[config.mk]
export PLATFORM = sky130hd
export DESIGN_NAME = pts_top
export DESIGN_NICKNAME = d
export VERILOG_FILES = /design/src/pts_pkg.sv /design/src/pts_tag_fifo.sv /design/src/pts_top.sv
export SDC_FILE = /design/constraint.sdc
export NUM_CORES = 1
export LEC_CHECK = 0
export ABC_AREA = 1
export BUFFER_PORTS_ARGS = -buffer_cell sky130_fd_sc_hd__buf_2
export CAP_MARGIN = 40
export CORE_AREA = 2 2 304 306
export DETAILED_ROUTE_END_ITERATION = 16
export DIE_AREA = 0 0 306 308
export HOLD_SLACK_MARGIN = 0.12
export PLACE_DENSITY_LB_ADDON = 0.2
export SKIP_CTS_REPAIR_TIMING = 1
export SYNTH_ARGS = -nofsm -noshare
export SYNTH_HDL_FRONTEND = slang
export SYNTH_SLANG_ARGS = --single-unit
[constraint.sdc]
create_clock -name aclk -period 3.5 [get_ports aclk]
set_input_delay 0.7 -clock aclk [delete_from_list [all_inputs] [get_ports aclk]]
set_output_delay 0.7 -clock aclk [all_outputs]
set_load 0.01 [all_outputs]
[src/pts_pkg.sv]
// Shared constants and types of the timestamp sideband block.
package pts_pkg;
    // Field widths.
    localparam int TAG_W = 16;
    localparam int STAMP_W = 80;
    localparam int LANE_W = 2;
    localparam int FILL_W = 7;
    localparam int OFS_W = 16;
    localparam int RXTS_W = 64;
    localparam int NUM_LANES = 4;
    localparam int ADDR_W = 8;
    // Tag queue shape: operation code above the tag.
    localparam int FIFO_DEPTH = 8;
    localparam int FIFO_AW = 3;
    localparam int FIFO_W = 18;
    localparam logic [FIFO_AW:0] FIFO_PTR_STEP = 4'h1;
    // Register byte offsets.
    localparam logic [ADDR_W-1:0] ADDR_CTRL = 8'h00;
    localparam logic [ADDR_W-1:0] ADDR_STATUS = 8'h04;
    localparam logic [ADDR_W-1:0] ADDR_MASK = 8'h08;
    localparam logic [ADDR_W-1:0] ADDR_ERROR = 8'h0C;
    localparam logic [ADDR_W-1:0] ADDR_FILL = 8'h10;
    // Event bit positions in status and mask.
    localparam int NUM_EVENTS = 4;
    localparam int EV_WR_ERR = 0;
    localparam int EV_RD_ERR = 1;
    localparam int EV_TX_STAMP = 2;
    localparam int EV_RX_SOP = 3;
    // Control fields and reset values.
    localparam int CTRL_ONE_STEP = 0;
    localparam logic CTRL_ONE_STEP_RESET = 1'h1;
    localparam logic [NUM_EVENTS-1:0] EVENTS_RESET = 4'h0;
    localparam logic [FILL_W-1:0] FILL_RESET = 7'h00;
    localparam logic [FILL_W-1:0] FILL_MAX = 7'h7F;
    localparam logic [FILL_W-1:0] FILL_STEP = 7'h01;
    localparam logic [TAG_W-1:0] TAG_IGNORED = 16'h0000;
    localparam logic [31:0] WORD_ZERO = 32'h0000_0000;
    // AXI responses.
    localparam logic [1:0] RESP_OKAY = 2'h0;
    localparam logic [1:0] RESP_DECERR = 2'h3;
    // Per-frame operation codes.
    typedef enum logic [1:0] {
        OP_NONE = 2'h0,
        OP_ONE_STEP = 2'h1,
        OP_TWO_STEP = 2'h2,
        OP_RESERVED = 2'h3
    } pts_op_t;
    // Write channel states, Gray coded in list order; the RESP to IDLE return flips both bits.
    typedef enum logic [1:0] {
        WS_IDLE = 2'h0,
        WS_ADDR = 2'h1,
        WS_RESP = 2'h3,
        WS_DATA = 2'h2
    } pts_wstate_t;
endpackage

[src/pts_tag_fifo.sv]
// Tag queue that pairs accepted frames with their later timestamps.
`timescale 1ns/100ps
module pts_tag_fifo (
    // Clock, reset and enable.
    input logic aclk,
    input logic aresetn,
    input logic ce,
    // Filling side.
    input logic push,
    input logic [pts_pkg::FIFO_W-1:0] push_data,
    output logic full,
    // Draining side.
    input logic pop,
    output logic [pts_pkg::FIFO_W-1:0] head_data,
    output logic empty
);
    logic [pts_pkg::FIFO_W-1:0] mem [pts_pkg::FIFO_DEPTH];
    logic [pts_pkg::FIFO_AW:0] wr_ptr;
    logic [pts_pkg::FIFO_AW:0] rd_ptr;
    wire do_push = ce & push & ~full;
    wire do_pop = ce & pop & ~empty;
    wire same_slot = wr_ptr[pts_pkg::FIFO_AW-1:0] == rd_ptr[pts_pkg::FIFO_AW-1:0];

    // The extra pointer bit tells a full queue from an empty one.
    assign full = same_slot & (wr_ptr[pts_pkg::FIFO_AW] != rd_ptr[pts_pkg::FIFO_AW]);
    assign empty = wr_ptr == rd_ptr;
    assign head_data = mem[rd_ptr[pts_pkg::FIFO_AW-1:0]];

    always_ff @(posedge aclk) begin
        if (do_push) begin
            mem[wr_ptr[pts_pkg::FIFO_AW-1:0]] <= push_data;
        end
    end

    always_ff @(posedge aclk) begin
        if (!aresetn) begin
            wr_ptr <= '0;
            rd_ptr <= '0;
        end else begin
            if (do_push) begin
                wr_ptr <= wr_ptr + pts_pkg::FIFO_PTR_STEP;
            end
            if (do_pop) begin
                rd_ptr <= rd_ptr + pts_pkg::FIFO_PTR_STEP;
            end
        end
    end
endmodule // pts_tag_fifo

[src/pts_top.sv]
// Timestamp sideband of the Ethernet MAC with its AXI4-Lite register slave.
// Notes on behaviour
// - Sticky tag write and read errors until reset.
// - Code 00 takes no stamp, frame untouched.
// - Code 01 stamps and inserts into frame.
// - Reserved code 11 acts as no operation.
// - Tag ignored for no-operation frames.
// - Tag returned together with its timestamp.
// - Valid output marks a presented transmit stamp.
// - Returned tag equals the frame's supplied tag.
// - Transmit stamp is timer value at packet start.
// - Receive stamp valid in the SOP cycle.
// - Four 7-bit alignment fill level outputs.
`timescale 1ns/100ps
module pts_top (
    // Clock, reset and enable.
    input logic aclk,
    input logic aresetn,
    input logic ce,
    // AXI4-Lite write channels.
    input logic [pts_pkg::ADDR_W-1:0] s_axi_awaddr,
    input logic s_axi_awvalid,
    output logic s_axi_awready,
    input logic [31:0] s_axi_wdata,
    input logic [3:0] s_axi_wstrb,
    input logic s_axi_wvalid,
    output logic s_axi_wready,
    output logic [1:0] s_axi_bresp,
    output logic s_axi_bvalid,
    input logic s_axi_bready,
    // AXI4-Lite read channels.
    input logic [pts_pkg::ADDR_W-1:0] s_axi_araddr,
    input logic s_axi_arvalid,
    output logic s_axi_arready,
    output logic [31:0] s_axi_rdata,
    output logic [1:0] s_axi_rresp,
    output logic s_axi_rvalid,
    input logic s_axi_rready,
    // Transmit frame acceptance.
    input logic tx_frame_accept,
    input logic [1:0] tx_stamp_operation_code,
    input logic [pts_pkg::TAG_W-1:0] tx_tag_in,
    // Transmit packet start at the capture plane.
    input logic tx_egress_sop,
    input logic [pts_pkg::LANE_W-1:0] tx_sop_lane,
    input logic [pts_pkg::STAMP_W-1:0] tx_timer,
    // One-step insertion inputs.
    input logic tx_upd_chksum_in,
    input logic [pts_pkg::OFS_W-1:0] tx_stamp_offset_in,
    input logic [pts_pkg::OFS_W-1:0] tx_chksum_offset_in,
    input logic [pts_pkg::RXTS_W-1:0] tx_rxstamp_in,
    // One-step insertion request to the frame datapath.
    output logic insert_valid,
    output logic [pts_pkg::STAMP_W-1:0] insert_stamp,
    output logic insert_upd_chksum,
    output logic [pts_pkg::OFS_W-1:0] insert_stamp_offset,
    output logic [pts_pkg::OFS_W-1:0] insert_chksum_offset,
    output logic [pts_pkg::RXTS_W-1:0] insert_rxstamp,
    // Transmit stamp result.
    output logic tx_stamp_valid,
    output logic [pts_pkg::TAG_W-1:0] tx_stamp_tag,
    output logic [pts_pkg::STAMP_W-1:0] tx_stamp,
    output logic [pts_pkg::LANE_W-1:0] tx_stamp_lane,
    // Tag queue errors.
    output logic tag_write_error,
    output logic tag_read_error,
    // Receive packet start.
    input logic rx_sop,
    input logic [pts_pkg::LANE_W-1:0] rx_sop_lane,
    input logic [pts_pkg::STAMP_W-1:0] rx_timer,
    output logic [pts_pkg::STAMP_W-1:0] rx_stamp,
    output logic [pts_pkg::LANE_W-1:0] rx_stamp_lane,
    // Lane alignment buffer activity and fill.
    input logic [pts_pkg::NUM_LANES-1:0] lane_buf_push,
    input logic [pts_pkg::NUM_LANES-1:0] lane_buf_pop,
    output logic [pts_pkg::FILL_W-1:0] lane_fill_0,
    output logic [pts_pkg::FILL_W-1:0] lane_fill_1,
    output logic [pts_pkg::FILL_W-1:0] lane_fill_2,
    output logic [pts_pkg::FILL_W-1:0] lane_fill_3,
    // Interrupt.
    output logic irq
);
    function automatic logic is_stamped(input logic [1:0] op);
        is_stamped = (op == pts_pkg::OP_ONE_STEP) || (op == pts_pkg::OP_TWO_STEP);
    endfunction

    function automatic logic is_mapped(input logic [pts_pkg::ADDR_W-1:0] a);
        is_mapped = (a == pts_pkg::ADDR_CTRL) || (a == pts_pkg::ADDR_STATUS) || (a == pts_pkg::ADDR_MASK)
            || (a == pts_pkg::ADDR_ERROR) || (a == pts_pkg::ADDR_FILL);
    endfunction

    logic one_step_en;
    logic [pts_pkg::NUM_EVENTS-1:0] irq_status;
    logic [pts_pkg::NUM_EVENTS-1:0] irq_mask;
    logic [pts_pkg::FILL_W-1:0] fill [pts_pkg::NUM_LANES];

    // Tag queue.
    logic q_full;
    logic q_empty;
    logic [pts_pkg::FIFO_W-1:0] q_head;
    wire op_stamped = is_stamped(tx_stamp_operation_code);
    // A no-operation frame still takes a slot so that egress order stays paired.
    wire [pts_pkg::TAG_W-1:0] push_tag = op_stamped ? tx_tag_in : pts_pkg::TAG_IGNORED;
    wire [pts_pkg::FIFO_W-1:0] push_word = {tx_stamp_operation_code, push_tag};
    wire [1:0] head_op = q_head[pts_pkg::FIFO_W-1:pts_pkg::TAG_W];
    wire [pts_pkg::TAG_W-1:0] head_tag = q_head[pts_pkg::TAG_W-1:0];

    pts_tag_fifo u_tag_fifo (
        .aclk(aclk),
        .aresetn(aresetn),
        .ce(ce),
        .push(tx_frame_accept),
        .push_data(push_word),
        .full(q_full),
        .pop(tx_egress_sop),
        .head_data(q_head),
        .empty(q_empty)
    );

    wire push_err = ce & tx_frame_accept & q_full;
    wire pop_err = ce & tx_egress_sop & q_empty;
    wire head_live = ce & tx_egress_sop & ~q_empty;
    // Codes 00 and 11 never reach the result or insertion path.
    wire stamp_event = head_live & is_stamped(head_op);
    wire one_step_event = stamp_event & (head_op == pts_pkg::OP_ONE_STEP) & one_step_en;

    always_ff @(posedge aclk) begin
        if (!aresetn) begin
            tag_write_error <= 1'b0;
            tag_read_error <= 1'b0;
        end else begin
            tag_write_error <= tag_write_error | push_err;
            tag_read_error <= tag_read_error | pop_err;
        end
    end

    // Transmit result: live in the SOP cycle, then the last result is held.
    logic [pts_pkg::TAG_W-1:0] tag_hold;
    logic [pts_pkg::STAMP_W-1:0] tx_stamp_hold;
    logic [pts_pkg::LANE_W-1:0] tx_lane_hold;
    assign tx_stamp_valid = stamp_event;
    assign tx_stamp_tag = stamp_event ? head_tag : tag_hold;
    assign tx_stamp = stamp_event ? tx_timer : tx_stamp_hold;
    assign tx_stamp_lane = stamp_event ? tx_sop_lane : tx_lane_hold;

    always_ff @(posedge aclk) begin
        if (!aresetn) begin
            tag_hold <= '0;
            tx_stamp_hold <= '0;
            tx_lane_hold <= '0;
        end else if (stamp_event) begin
            tag_hold <= head_tag;
            tx_stamp_hold <= tx_timer;
            tx_lane_hold <= tx_sop_lane;
        end
    end

    // One-step insertion request, one cycle after the packet start.
    always_ff @(posedge aclk) begin
        if (!aresetn) begin
            insert_valid <= 1'b0;
            insert_stamp <= '0;
            insert_upd_chksum <= 1'b0;
            insert_stamp_offset <= '0;
            insert_chksum_offset <= '0;
            insert_rxstamp <= '0;
        end else if (ce) begin
            insert_valid <= one_step_event;
            if (one_step_event) begin
                insert_stamp <= tx_timer;
                insert_upd_chksum <= tx_upd_chksum_in;
                insert_stamp_offset <= tx_stamp_offset_in;
                insert_chksum_offset <= tx_chksum_offset_in;
                insert_rxstamp <= tx_rxstamp_in;
            end
        end
    end

    // Receive stamp follows the timer in the SOP cycle itself.
    logic [pts_pkg::STAMP_W-1:0] rx_stamp_hold;
    logic [pts_pkg::LANE_W-1:0] rx_lane_hold;
    wire rx_event = ce & rx_sop;
    assign rx_stamp = rx_event ? rx_timer : rx_stamp_hold;
    assign rx_stamp_lane = rx_event ? rx_sop_lane : rx_lane_hold;

    always_ff @(posedge aclk) begin
        if (!aresetn) begin
            rx_stamp_hold <= '0;
            rx_lane_hold <= '0;
        end else if (rx_event) begin
            rx_stamp_hold <= rx_timer;
            rx_lane_hold <= rx_sop_lane;
        end
    end

    // Alignment buffer fill, saturating so a stray pulse cannot wrap it.
    for (genvar g = 0; g < pts_pkg::NUM_LANES; g++) begin : g_lane
        wire up = lane_buf_push[g] & ~lane_buf_pop[g] & (fill[g] != pts_pkg::FILL_MAX);
        wire down = lane_buf_pop[g] & ~lane_buf_push[g] & (fill[g] != pts_pkg::FILL_RESET);
        always_ff @(posedge aclk) begin
            if (!aresetn) begin
                fill[g] <= pts_pkg::FILL_RESET;
            end else if (ce & up) begin
                fill[g] <= fill[g] + pts_pkg::FILL_STEP;
            end else if (ce & down) begin
                fill[g] <= fill[g] - pts_pkg::FILL_STEP;
            end
        end
    end
    assign lane_fill_0 = fill[0];
    assign lane_fill_1 = fill[1];
    assign lane_fill_2 = fill[2];
    assign lane_fill_3 = fill[3];

    // AXI4-Lite write path.
    pts_pkg::pts_wstate_t wstate;
    pts_pkg::pts_wstate_t next_wstate;
    logic [pts_pkg::ADDR_W-1:0] aw_addr_q;
    logic [31:0] w_data_q;
    logic [3:0] w_strb_q;
    logic [1:0] bresp_q;
    assign s_axi_awready = (wstate == pts_pkg::WS_IDLE) || (wstate == pts_pkg::WS_DATA);
    assign s_axi_wready = (wstate == pts_pkg::WS_IDLE) || (wstate == pts_pkg::WS_ADDR);
    assign s_axi_bvalid = wstate == pts_pkg::WS_RESP;
    assign s_axi_bresp = bresp_q;
    wire aw_hs = s_axi_awvalid & s_axi_awready;
    wire w_hs = s_axi_wvalid & s_axi_wready;

    always_comb begin
        next_wstate = wstate;
        unique case (wstate)
            pts_pkg::WS_IDLE: begin
                if (aw_hs & w_hs) begin
                    next_wstate = pts_pkg::WS_RESP;
                end else if (aw_hs) begin
                    next_wstate = pts_pkg::WS_ADDR;
                end else if (w_hs) begin
                    next_wstate = pts_pkg::WS_DATA;
                end
            end
            pts_pkg::WS_ADDR: begin
                if (w_hs) begin
                    next_wstate = pts_pkg::WS_RESP;
                end
            end
            pts_pkg::WS_DATA: begin
                if (aw_hs) begin
                    next_wstate = pts_pkg::WS_RESP;
                end
            end
            pts_pkg::WS_RESP: begin
                if (s_axi_bready) begin
                    next_wstate = pts_pkg::WS_IDLE;
                end
            end
        endcase
    end

    wire [pts_pkg::ADDR_W-1:0] wr_addr = aw_hs ? s_axi_awaddr : aw_addr_q;
    wire [31:0] wr_data = w_hs ? s_axi_wdata : w_data_q;
    wire [3:0] wr_strb = w_hs ? s_axi_wstrb : w_strb_q;
    wire commit = ce & (wstate != pts_pkg::WS_RESP) & (next_wstate == pts_pkg::WS_RESP);
    // All writable fields sit in byte lane 0, so only that strobe matters.
    wire wr_lane0 = commit & wr_strb[0];
    wire wr_ctrl = wr_lane0 & (wr_addr == pts_pkg::ADDR_CTRL);
    wire wr_status = wr_lane0 & (wr_addr == pts_pkg::ADDR_STATUS);
    wire wr_mask = wr_lane0 & (wr_addr == pts_pkg::ADDR_MASK);
    wire [pts_pkg::NUM_EVENTS-1:0] w1c = wr_status ? wr_data[pts_pkg::NUM_EVENTS-1:0] : pts_pkg::EVENTS_RESET;
    wire [pts_pkg::NUM_EVENTS-1:0] events = {rx_event, stamp_event, pop_err, push_err};

    always_ff @(posedge aclk) begin
        if (!aresetn) begin
            wstate <= pts_pkg::WS_IDLE;
            aw_addr_q <= '0;
            w_data_q <= '0;
            w_strb_q <= '0;
            bresp_q <= pts_pkg::RESP_OKAY;
        end else if (ce) begin
            wstate <= next_wstate;
            if (aw_hs) begin
                aw_addr_q <= s_axi_awaddr;
            end
            if (w_hs) begin
                w_data_q <= s_axi_wdata;
                w_strb_q <= s_axi_wstrb;
            end
            if (commit) begin
                bresp_q <= is_mapped(wr_addr) ? pts_pkg::RESP_OKAY : pts_pkg::RESP_DECERR;
            end
        end
    end

    // Registers; an event in the clearing cycle stays set.
    always_ff @(posedge aclk) begin
        if (!aresetn) begin
            one_step_en <= pts_pkg::CTRL_ONE_STEP_RESET;
            irq_status <= pts_pkg::EVENTS_RESET;
            irq_mask <= pts_pkg::EVENTS_RESET;
        end else if (ce) begin
            irq_status <= (irq_status & ~w1c) | events;
            if (wr_ctrl) begin
                one_step_en <= wr_data[pts_pkg::CTRL_ONE_STEP];
            end
            if (wr_mask) begin
                irq_mask <= wr_data[pts_pkg::NUM_EVENTS-1:0];
            end
        end
    end
    assign irq = |(irq_status & irq_mask);

    // AXI4-Lite read path.
    logic rvalid_q;
    logic [31:0] rdata_q;
    logic [1:0] rresp_q;
    assign s_axi_arready = ~rvalid_q;
    assign s_axi_rvalid = rvalid_q;
    assign s_axi_rdata = rdata_q;
    assign s_axi_rresp = rresp_q;
    wire ar_hs = s_axi_arvalid & s_axi_arready;
    wire [pts_pkg::ADDR_W-1:0] ra = s_axi_araddr;
    wire [31:0] rd_ctrl = {31'h0000_0000, one_step_en};
    wire [31:0] rd_events_st = {28'h000_0000, irq_status};
    wire [31:0] rd_events_mk = {28'h000_0000, irq_mask};
    wire [31:0] rd_error = {30'h0000_0000, tag_read_error, tag_write_error};
    wire [31:0] rd_fill = {1'b0, fill[3], 1'b0, fill[2], 1'b0, fill[1], 1'b0, fill[0]};
    wire [31:0] rd_word = (ra == pts_pkg::ADDR_CTRL) ? rd_ctrl :
        (ra == pts_pkg::ADDR_STATUS) ? rd_events_st :
        (ra == pts_pkg::ADDR_MASK) ? rd_events_mk :
        (ra == pts_pkg::ADDR_ERROR) ? rd_error :
        (ra == pts_pkg::ADDR_FILL) ? rd_fill : pts_pkg::WORD_ZERO;

    always_ff @(posedge aclk) begin
        if (!aresetn) begin
            rvalid_q <= 1'b0;
            rdata_q <= '0;
            rresp_q <= pts_pkg::RESP_OKAY;
        end else if (ce) begin
            if (ar_hs) begin
                rvalid_q <= 1'b1;
                rdata_q <= rd_word;
                rresp_q <= is_mapped(ra) ? pts_pkg::RESP_OKAY : pts_pkg::RESP_DECERR;
            end else if (s_axi_rready) begin
                rvalid_q <= 1'b0;
            end
        end
    end
endmodule // pts_top

After elaboration in Yosys (flattened, before gate mapping)
Memory sizes are Yosys's and may differ from the RTL's. A register that Yosys moved wholly into a read port is not among the register bits.
Cells that the tools add are included.
Word-level totals
  register bits after elaboration: 429
  bits in latches: 0
  word-level logic and storage cells: 226
  output and inout bits: 431
  memories kept: 2
  ROM bits: 0
  RAM bits: 172
Cells by class
  mux-type cells: 67
  shift operators: 0
  reductions and logical operators: 27
  div/mod/pow operators: 0
  bitwise logic cells: 70
  $mul: 0
  eq/ne operators: 24
  add/sub/neg operators: 10
  $lt $le $gt $ge: 0
Memory list
  u_tag_fifo.mem: words 8, bits a word 18, rd ports 1, clocked after Yosys merged registers in 1, wr ports 1, line pts_tag_fifo.sv:17  | logic [pts_pkg::FIFO_W-1:0] mem [pts_pkg::FIFO_DEPTH];
  fill: words 4, bits a word 7, rd ports 4, clocked after Yosys merged registers in 0, wr ports 4, line pts_top.sv:95  | logic [pts_pkg::FILL_W-1:0] fill [pts_pkg::NUM_LANES];
Operators by type and width (count)
  two-way mux 80 bit: 2
  two-way mux 31 bit: 5
  two-way mux 7 bit: 8
  AND 1 bit: 45
  two-way mux 1 bit: 34
  == test 8 x 4 -> 1 bit (second input constant): 4
  two-way mux 16 bit: 2
  adder 7 x 1 -> 7 bit (second input constant): 4
  != test 7 bit (second input constant): 4
  nonzero test 7 bit: 4
  subtractor 7 x 1 -> 7 bit (second input constant): 4
  two-way mux 2 bit: 10
  == test 8 x 3 -> 1 bit (second input constant): 2
  == test 8 x 5 -> 1 bit (second input constant): 2
  logical NOT 8 bit: 2
  logical OR 1 bit: 12
  AND reduction 2 bit: 6
  NOT 1 bit: 11
  == test 2 bit (second input constant): 5
  bitwise OR 1 bit: 10
  adder 4 x 1 -> 4 bit (second input constant): 2
  AND 4 bit: 2
  two-way mux 4 bit: 2
  two-way mux 8 bit: 1
  12 further kinds: 15

Depth between registers and ports, before layout
Gate-level depths: netlist (run 1).
  depth in word-level cells: 15
  mapped depth: 17
  gate-level depth less buffers: 14

By module
From an unflattened synthesis (run 1), not the netlist that was laid out.
Unflattened totals
  cells, all modules: 3061
  area total of the unflattened synthesis: 25022.7 um^2
By module, submodules not included
  pts_top: times used 1, cells each 2514, area each 18726.7 um^2
  pts_tag_fifo: times used 1, cells each 547, area each 6296.0 um^2

Worst setup path before layout (run 1)
Ideal clock, no wire load.
  path kind: input port to flip-flop
  from: input port ce
  to: memory u_tag_fifo.mem[6][0] in the netlist's numbering (enable)
  arrival time: 2.828 ns
  data required time: 3.084 ns
  buffers on the path: 1
  setup slack: 0.257 ns
  stages on the path: 6
  path through: clkbuf_1 -> nand2_1 -> inv_1 -> nand2_1 -> or2_2 -> nor3_1
Between the ends
  cells in the longest elaborated chain, start to end: 4
Ends and longest elaborated chain
  start: declaration: line pts_top.sv:19  | input logic ce,
  AND 1 bit (2 in a row): line pts_tag_fifo.sv:20  | wire do_push = ce & push & ~full;
  two-way mux 1 bit: line pts_tag_fifo.sv:30  | if (do_push) begin
  two-way mux 1 bit (not written as such): line pts_tag_fifo.sv:31  | mem[wr_ptr[pts_pkg::FIFO_AW-1:0]] <= push_data;
  end: declaration: line pts_tag_fifo.sv:17
Every way passes these cells.

==> reports/metrics.csv, run 1 <==
metric;value;unit
synthArstFlopShare;0;
ant_nets;0;
drc;0;
yosys-top-cells-area;dfxtp_1, edfxtp_1, nand2_1;
worst-path-max-fanout;8;
final_design_area_no_fill;33300;um2
synth.yosys.seq_area_share;0.540;
critical_path_arrival;2.78;ns
syn-cell-area;25300;um2
finalSetupViolCount;0;
hold_path_depth;3;
startpoint_type;flip-flop;
reg2reg_depth;12;
fin_worst_skew;0.0180;ns
gr-usage-all-layers;0.174;
post_synth_inst_count;3349;
tritoncts_num_sinks;598;
gp_congestion;0.816;
slew_headroom;0.463;
layout_min_cycle_time;3.48;ns
final.setup.tns;0;ns
coreArea;91000;um2
dr_total_vias;22600;
route.detailed.wl_per_inst;16.5;um
synth_top_cells_by_count;nand2_1, nor2_1, inv_1, dfxtp_1, o21ai_0;
ir_drop;0.000312;V
worst_setup_hold_path_clk_slew;0.06;ns
clock_latency_reported_for_the_late_side_of_the_worst_skew_pair;0.61;ns
synth-edff-count;172;
worstPathRequired;2.80;ns
hold_class;in -> reg;
floorplan.io_pins;781;
class_of_the_most_critical_setup_path;reg -> out;
detailed_place.area;30300;um2
total_global_routing_overflow;0;
detail_route.iter0.violations;1567;
fin_util;0.366;
postSynthRegisterBits;598;
reg_area;13700;um2
power.share.sequential;0.440;
cts.path.max_buffers;3;
fp-row-count;111;
drv.max_cap_violation_count;0;
avgSynthCellArea;7.57;um2
timing_worst_slew_pin_value;0.805;ns
finalWirelength;88100;um
timing_max_transition_violations_final;0;
p_int;12.6;mW
detail_route.vias_per_cell;4.24;
die_x;306;um
layout.filler_cells;9683;
cts_made_buffers;72;
cellLeakagePower;16.9;nW
synthDominantCellAreaShare;0.337;
post-dp-hpwl;60900;um
tritoncts_clock_tree;built;
layout.nets;4441;
cellPowerDensity;512;nW/um2
number_of_antenna_violations_at_the_first_check_in_global_routing;31;
grt_pass1_wl;126000;um
cts_h_tree_depth;3;
total_power;17.0;mW
net-switching-power;4.48;mW
multi_input_comb_area;8950;um2
yosys_warnings;0;
firstDrtPassIters;5;
first_global_vias;20500;
synthDominantAreaCellType;dfxtp_1;
effective_utilization_at_floorplan;0.279;
status;finished clean;
timing.final.hold_violations;0;
height_of_the_die;308;um
largest_net_degree_at_the_start_of_global_routing;131;
rsz_0062_raised_after_global_routing;yes;
ys_dominant_reg_cell;dfxtp_1;
pwr-share-clk;0.439;
portBuffers;745;
yosysMostFrequentCell;nand2_1;
finalCritPeriodShare;0.994;
endpoint_kind;primary output;
ys_types;37;
floorplan.die_area;94200;um2
achievable-frequency;0.288;GHz
comb_power_share;0.120;
hold_slack;0.308;ns
cts.root.buffer_cell;clkbuf_16;
area_delta_synth_final;31.4;%
drive_above_1_share;0.236;
power_switching_share;0.263;
## worst max-delay path, stage by stage (launching register included)
cell and delay [ns]:
dfxtp_4 0.43, buf_6 0.14, o21ai_1 0.07, o22ai_1 0.17, o21ai_1 0.09, ha_1 0.35
nor2_4 0.13, buf_12 0.19, buf_12 0.15, clkbuf_16 0.16, nand2_1 0.07, nand2_1 0.08
buf_2 0.14
## sequential cells by signal, indices dropped and copies added, names as in the netlist, 8 cells and up, named ones only
register,count
tag_hold,16
tx_stamp_hold,80
insert_stamp,80
insert_rxstamp,64
fill,28
insert_chksum_offset,16
insert_stamp_offset,16
aw_addr_q,8
rx_stamp_hold,80
s_axi_rdata,28
u_tag_fifo.mem,144
## layout by cell type, fill, tap and decap left out, types with 51 or more instances in the layout
| cell | instances |
|---|---|
| nand2_1 | 849 |
| buf_2 | 734 |
| nor2_1 | 563 |
| inv_1 | 533 |
| dfxtp_1 | 424 |
| o21ai_0 | 261 |
| edfxtp_1 | 172 |
| a21oi_1 | 147 |
| clkbuf_16 | 81 |
| nand3_1 | 51 |
## area by class of cell
class / instances / share of cell area
Clock inverter: 22 / 0.00722
Clock buffer: 105 / 0.0645
Inverter: 541 / 0.0617
Antenna cell: 20 / 0.00150
Sequential cell: 598 / 0.411
Timing Repair Buffer: 817 / 0.140
Tap cell: 1186 / 0.0446
Multi-Input combinational cell: 2042 / 0.269
Timing Repair inverter: 1 / 0.000150
## through the flow
stage | instances | setup WS [ns]
4_1_cts | 5288 | -0.421
2_1_floorplan | 3352 | 0.257
5_1_grt | 5325 | -0.128
6_report | 5332 | 0.0227
3_3_place_gp | 5161 | 0.303
3_5_place_dp | 5161 | 0.279
## cell families after synthesis
logic type,after synthesis,share of synthesized area
xor+xnor,24,0.00829
other cells,1,0.000148
buf+inv,712,0.111
simple gates,1514,0.231
flops,598,0.540
fa+ha+maj,18,0.00918
compound gates,482,0.100
## power by group through the flow
stage | combinational [mW] | sequential [mW] | clock [mW]
after global placement | 1.94 | 7.65 | 0
after detailed placement | 1.94 | 7.65 | 0
after CTS | 1.95 | 7.50 | 7.73
after floorplan | 1.07 | 7.66 | 0
after global routing | 2.32 | 7.53 | 8.03
final | 2.05 | 7.51 | 7.49
## path summary, 6_finish.rpt
kind	from	endpoint	slack, ns
max	flip-flop	tx_stamp[27]	0.02
min	tx_chksum_offset_in[15]	insert_chksum_offset[15]	0.31
max reg2reg	flip-flop	insert_stamp[4]	0.82
min reg2reg	s_axi_rdata[28]	s_axi_rdata[28]	0.46
## per-layer routing
| metal | part of all wire | wire length, um | vias up | global-route usage |
|---|---|---|---|---|
| li1 | - | - | 11800 | - |
| met1 | 0.42 | 36700 | 9980 | 0.207 |
| met2 | 0.47 | 41300 | 660 | 0.286 |
| met3 | 0.084 | 7410 | 164 | 0.0654 |
| met4 | 0.029 | 2540 | 22 | 0.0615 |
| met5 | 0.0017 | 148 | - | 0 |
(Power assumes the default switching activity.)
==> inputs of run 2 (changes only) <==
CORE_AREA = 2 2 300 302   (was 2 2 304 306)
DIE_AREA = 0 0 302 304   (was 0 0 306 308)
GPL_TIMING_DRIVEN = 0   (was unset)
==> reports/metrics.csv, run 2 (synthesized netlist as in run 1, its figures left out) <==
metric;value;unit
status;finished with violations;
violations;negative setup slack;
worst_setup_hold_path_clk_slew;0.06;ns
detail_route.vias_per_cell;4.34;
worstPathRequired;2.80;ns
largest_net_degree_at_the_start_of_global_routing;14;
post-dp-hpwl;75900;um
height_of_the_die;304;um
first_global_vias;22000;
rsz_0062_raised_after_global_routing;yes;
hold_path_startpoint;tx_rxstamp_in[7];
p_int;12.7;mW
ir_drop;0.000348;V
largest_register_ffs;144;
numPlacedInstances;5291;
comb_power_share;0.136;
detail_route.iter0.violations;1419;
cp_cell_sequence;buf_8, buf_12, clkbuf_16, o21ai_4, o22ai_2, o21ai_2, ha_4, nor2_4, buf_12, inv_8, clkbuf_16, clkbuf_16, nand2_4, nand2_2, buf_6;
cts_h_tree_depth;3;
achievable-frequency;0.273;GHz
drc;0;
cts_made_buffers;74;
area_delta_synth_final;38.2;%
effective_utilization_at_floorplan;0.285;
power_switching_share;0.270;
pwr-share-clk;0.433;
final_design_area_no_fill;35000;um2
class_of_the_most_critical_setup_path;reg -> out;
stdcell_count;5479;
cellPowerDensity;497;nW/um2
mostFrequentLayoutCell;nand2_1;
fin_worst_skew;0.0270;ns
coreArea;89000;um2
gp_congestion;0.901;
crit_path_frequent_cell;clkbuf_16;
die_x;302;um
layout.filler_cells;9451;
cts.root.buffer_cell;clkbuf_16;
total_global_routing_overflow;0;
layout.nets;4601;
dr_total_vias;23800;
firstDrtPassIters;7;
cts.path.max_buffers;3;
detailed_place.area;30800;um2
fin_util;0.393;
critical_path_arrival;2.96;ns
cpPeakStageDelay;0.32;ns
finalWirelength;99100;um
final_critical_path_setup_slack;-0.157;ns
grt_pass1_wl;141000;um
net-switching-power;4.71;mW
layout_common_cells;nand2_1, buf_2, nor2_1;
drive_above_1_share;0.267;
cellLeakagePower;17.5;nW
clock_latency_reported_for_the_late_side_of_the_worst_skew_pair;0.61;ns
hold_slack;0.304;ns
drv.max_cap_violation_count;0;
slew_headroom;0.452;
number_of_antenna_violations_at_the_first_check_in_global_routing;35;
endpoint_kind;primary output;
floorplan.die_area;91800;um2
finalCritPeriodShare;1.04;
hold_class;in -> reg;
power.share.sequential;0.432;
tritoncts_num_sinks;598;
gr-usage-all-layers;0.204;
total_power;17.4;mW
floorplan.io_pins;781;
timing.critical_path.slowest_stage_cell;dfxtp_2;
tritoncts_clock_tree;built;
ant_nets;0;
route.detailed.wl_per_inst;18.1;um
finalSetupViolCount;95;
worst-path-max-fanout;7;
layout_min_cycle_time;3.66;ns
fp-row-count;110;
timing_max_transition_violations_final;0;
timing_worst_slew_pin_value;0.822;ns
startpoint_type;flip-flop;
portBuffers;744;
timing.final.hold_violations;0;
-- run 2: cell count changes in the layout (fill, tap and decap cells not counted), moves of 7 or more --
cell      change
buf_2         -9
buf_6        +41
buf_8        +22
clkbuf_1    +108
nand2_1      -98
nand2_2      +77
nand2_4      +20
nor2_1       -10
nor2_2        +9
o21ai_4       +7
-- run 2: through the flow --
stage                     TNS, ns  setup WS (ns)
after floorplan                 0          0.257
after global placement    -269.40          -1.88
after detailed placement  -109.28         -0.924
after CTS                 -183.71          -1.62
after global routing       -24.49         -0.303
final                       -9.58         -0.157
-- run 2: final timing paths --
kind / end / slack (ns) / cells after the start
worst max-delay path: tx_stamp[31] / -0.16 / 15
worst max register to register: insert_stamp[45] / 0.60 / 12
worst min-delay path: insert_rxstamp[7] / 0.30 / 3
worst min register to register: tx_stamp_hold[48] / 0.46 / 2
-- run 2: per-layer routing --
layer | global-route usage | vias to the layer above | share of wire
li1 | - | 12100 | -
met1 | 0.245 | 10800 | 0.41
met2 | 0.356 | 699 | 0.48
met3 | 0.0529 | 160 | 0.072
met4 | 0.0589 | 10 | 0.030
met5 | 0 | - | 0.00072
-- run 2: worst max-delay path, delay by kind of cell, from the launching register on --
family / cells / cell delay [ns]
and+or+nand+nor: 3 / 0.24
AOI/OAI and AO/OA: 3 / 0.43
DFF: 1 / 0.32
buffers and inverters: 8 / 1.10
adders and majority gates: 1 / 0.24
-- run 2: power groups by stage --
| stage | clock (mW) | combinational (mW) | sequential (mW) |
|---|---|---|---|
| 2_1_floorplan | 0 | 1.07 | 7.66 |
| 3_3_place_gp | 0 | 2.05 | 7.65 |
| 3_5_place_dp | 0 | 2.07 | 7.65 |
| 4_1_cts | 7.76 | 2.08 | 7.50 |
| 5_1_grt | 8.02 | 2.62 | 7.54 |
| 6_report | 7.53 | 2.36 | 7.52 |
-- run 2: final cells by class --
cell class	count	area (um2)	share of cell area
Sequential cell	598	13700	0.391
Clock buffer	112	2140	0.0610
Inverter	541	2060	0.0587
Antenna cell	15	37.5	0.00107
Buffer	169	1060	0.0304
Timing Repair Buffer	807	4850	0.139
Tap cell	1176	1470	0.0420
Clock inverter	19	241	0.00690
Multi-Input combinational cell	2042	9460	0.270
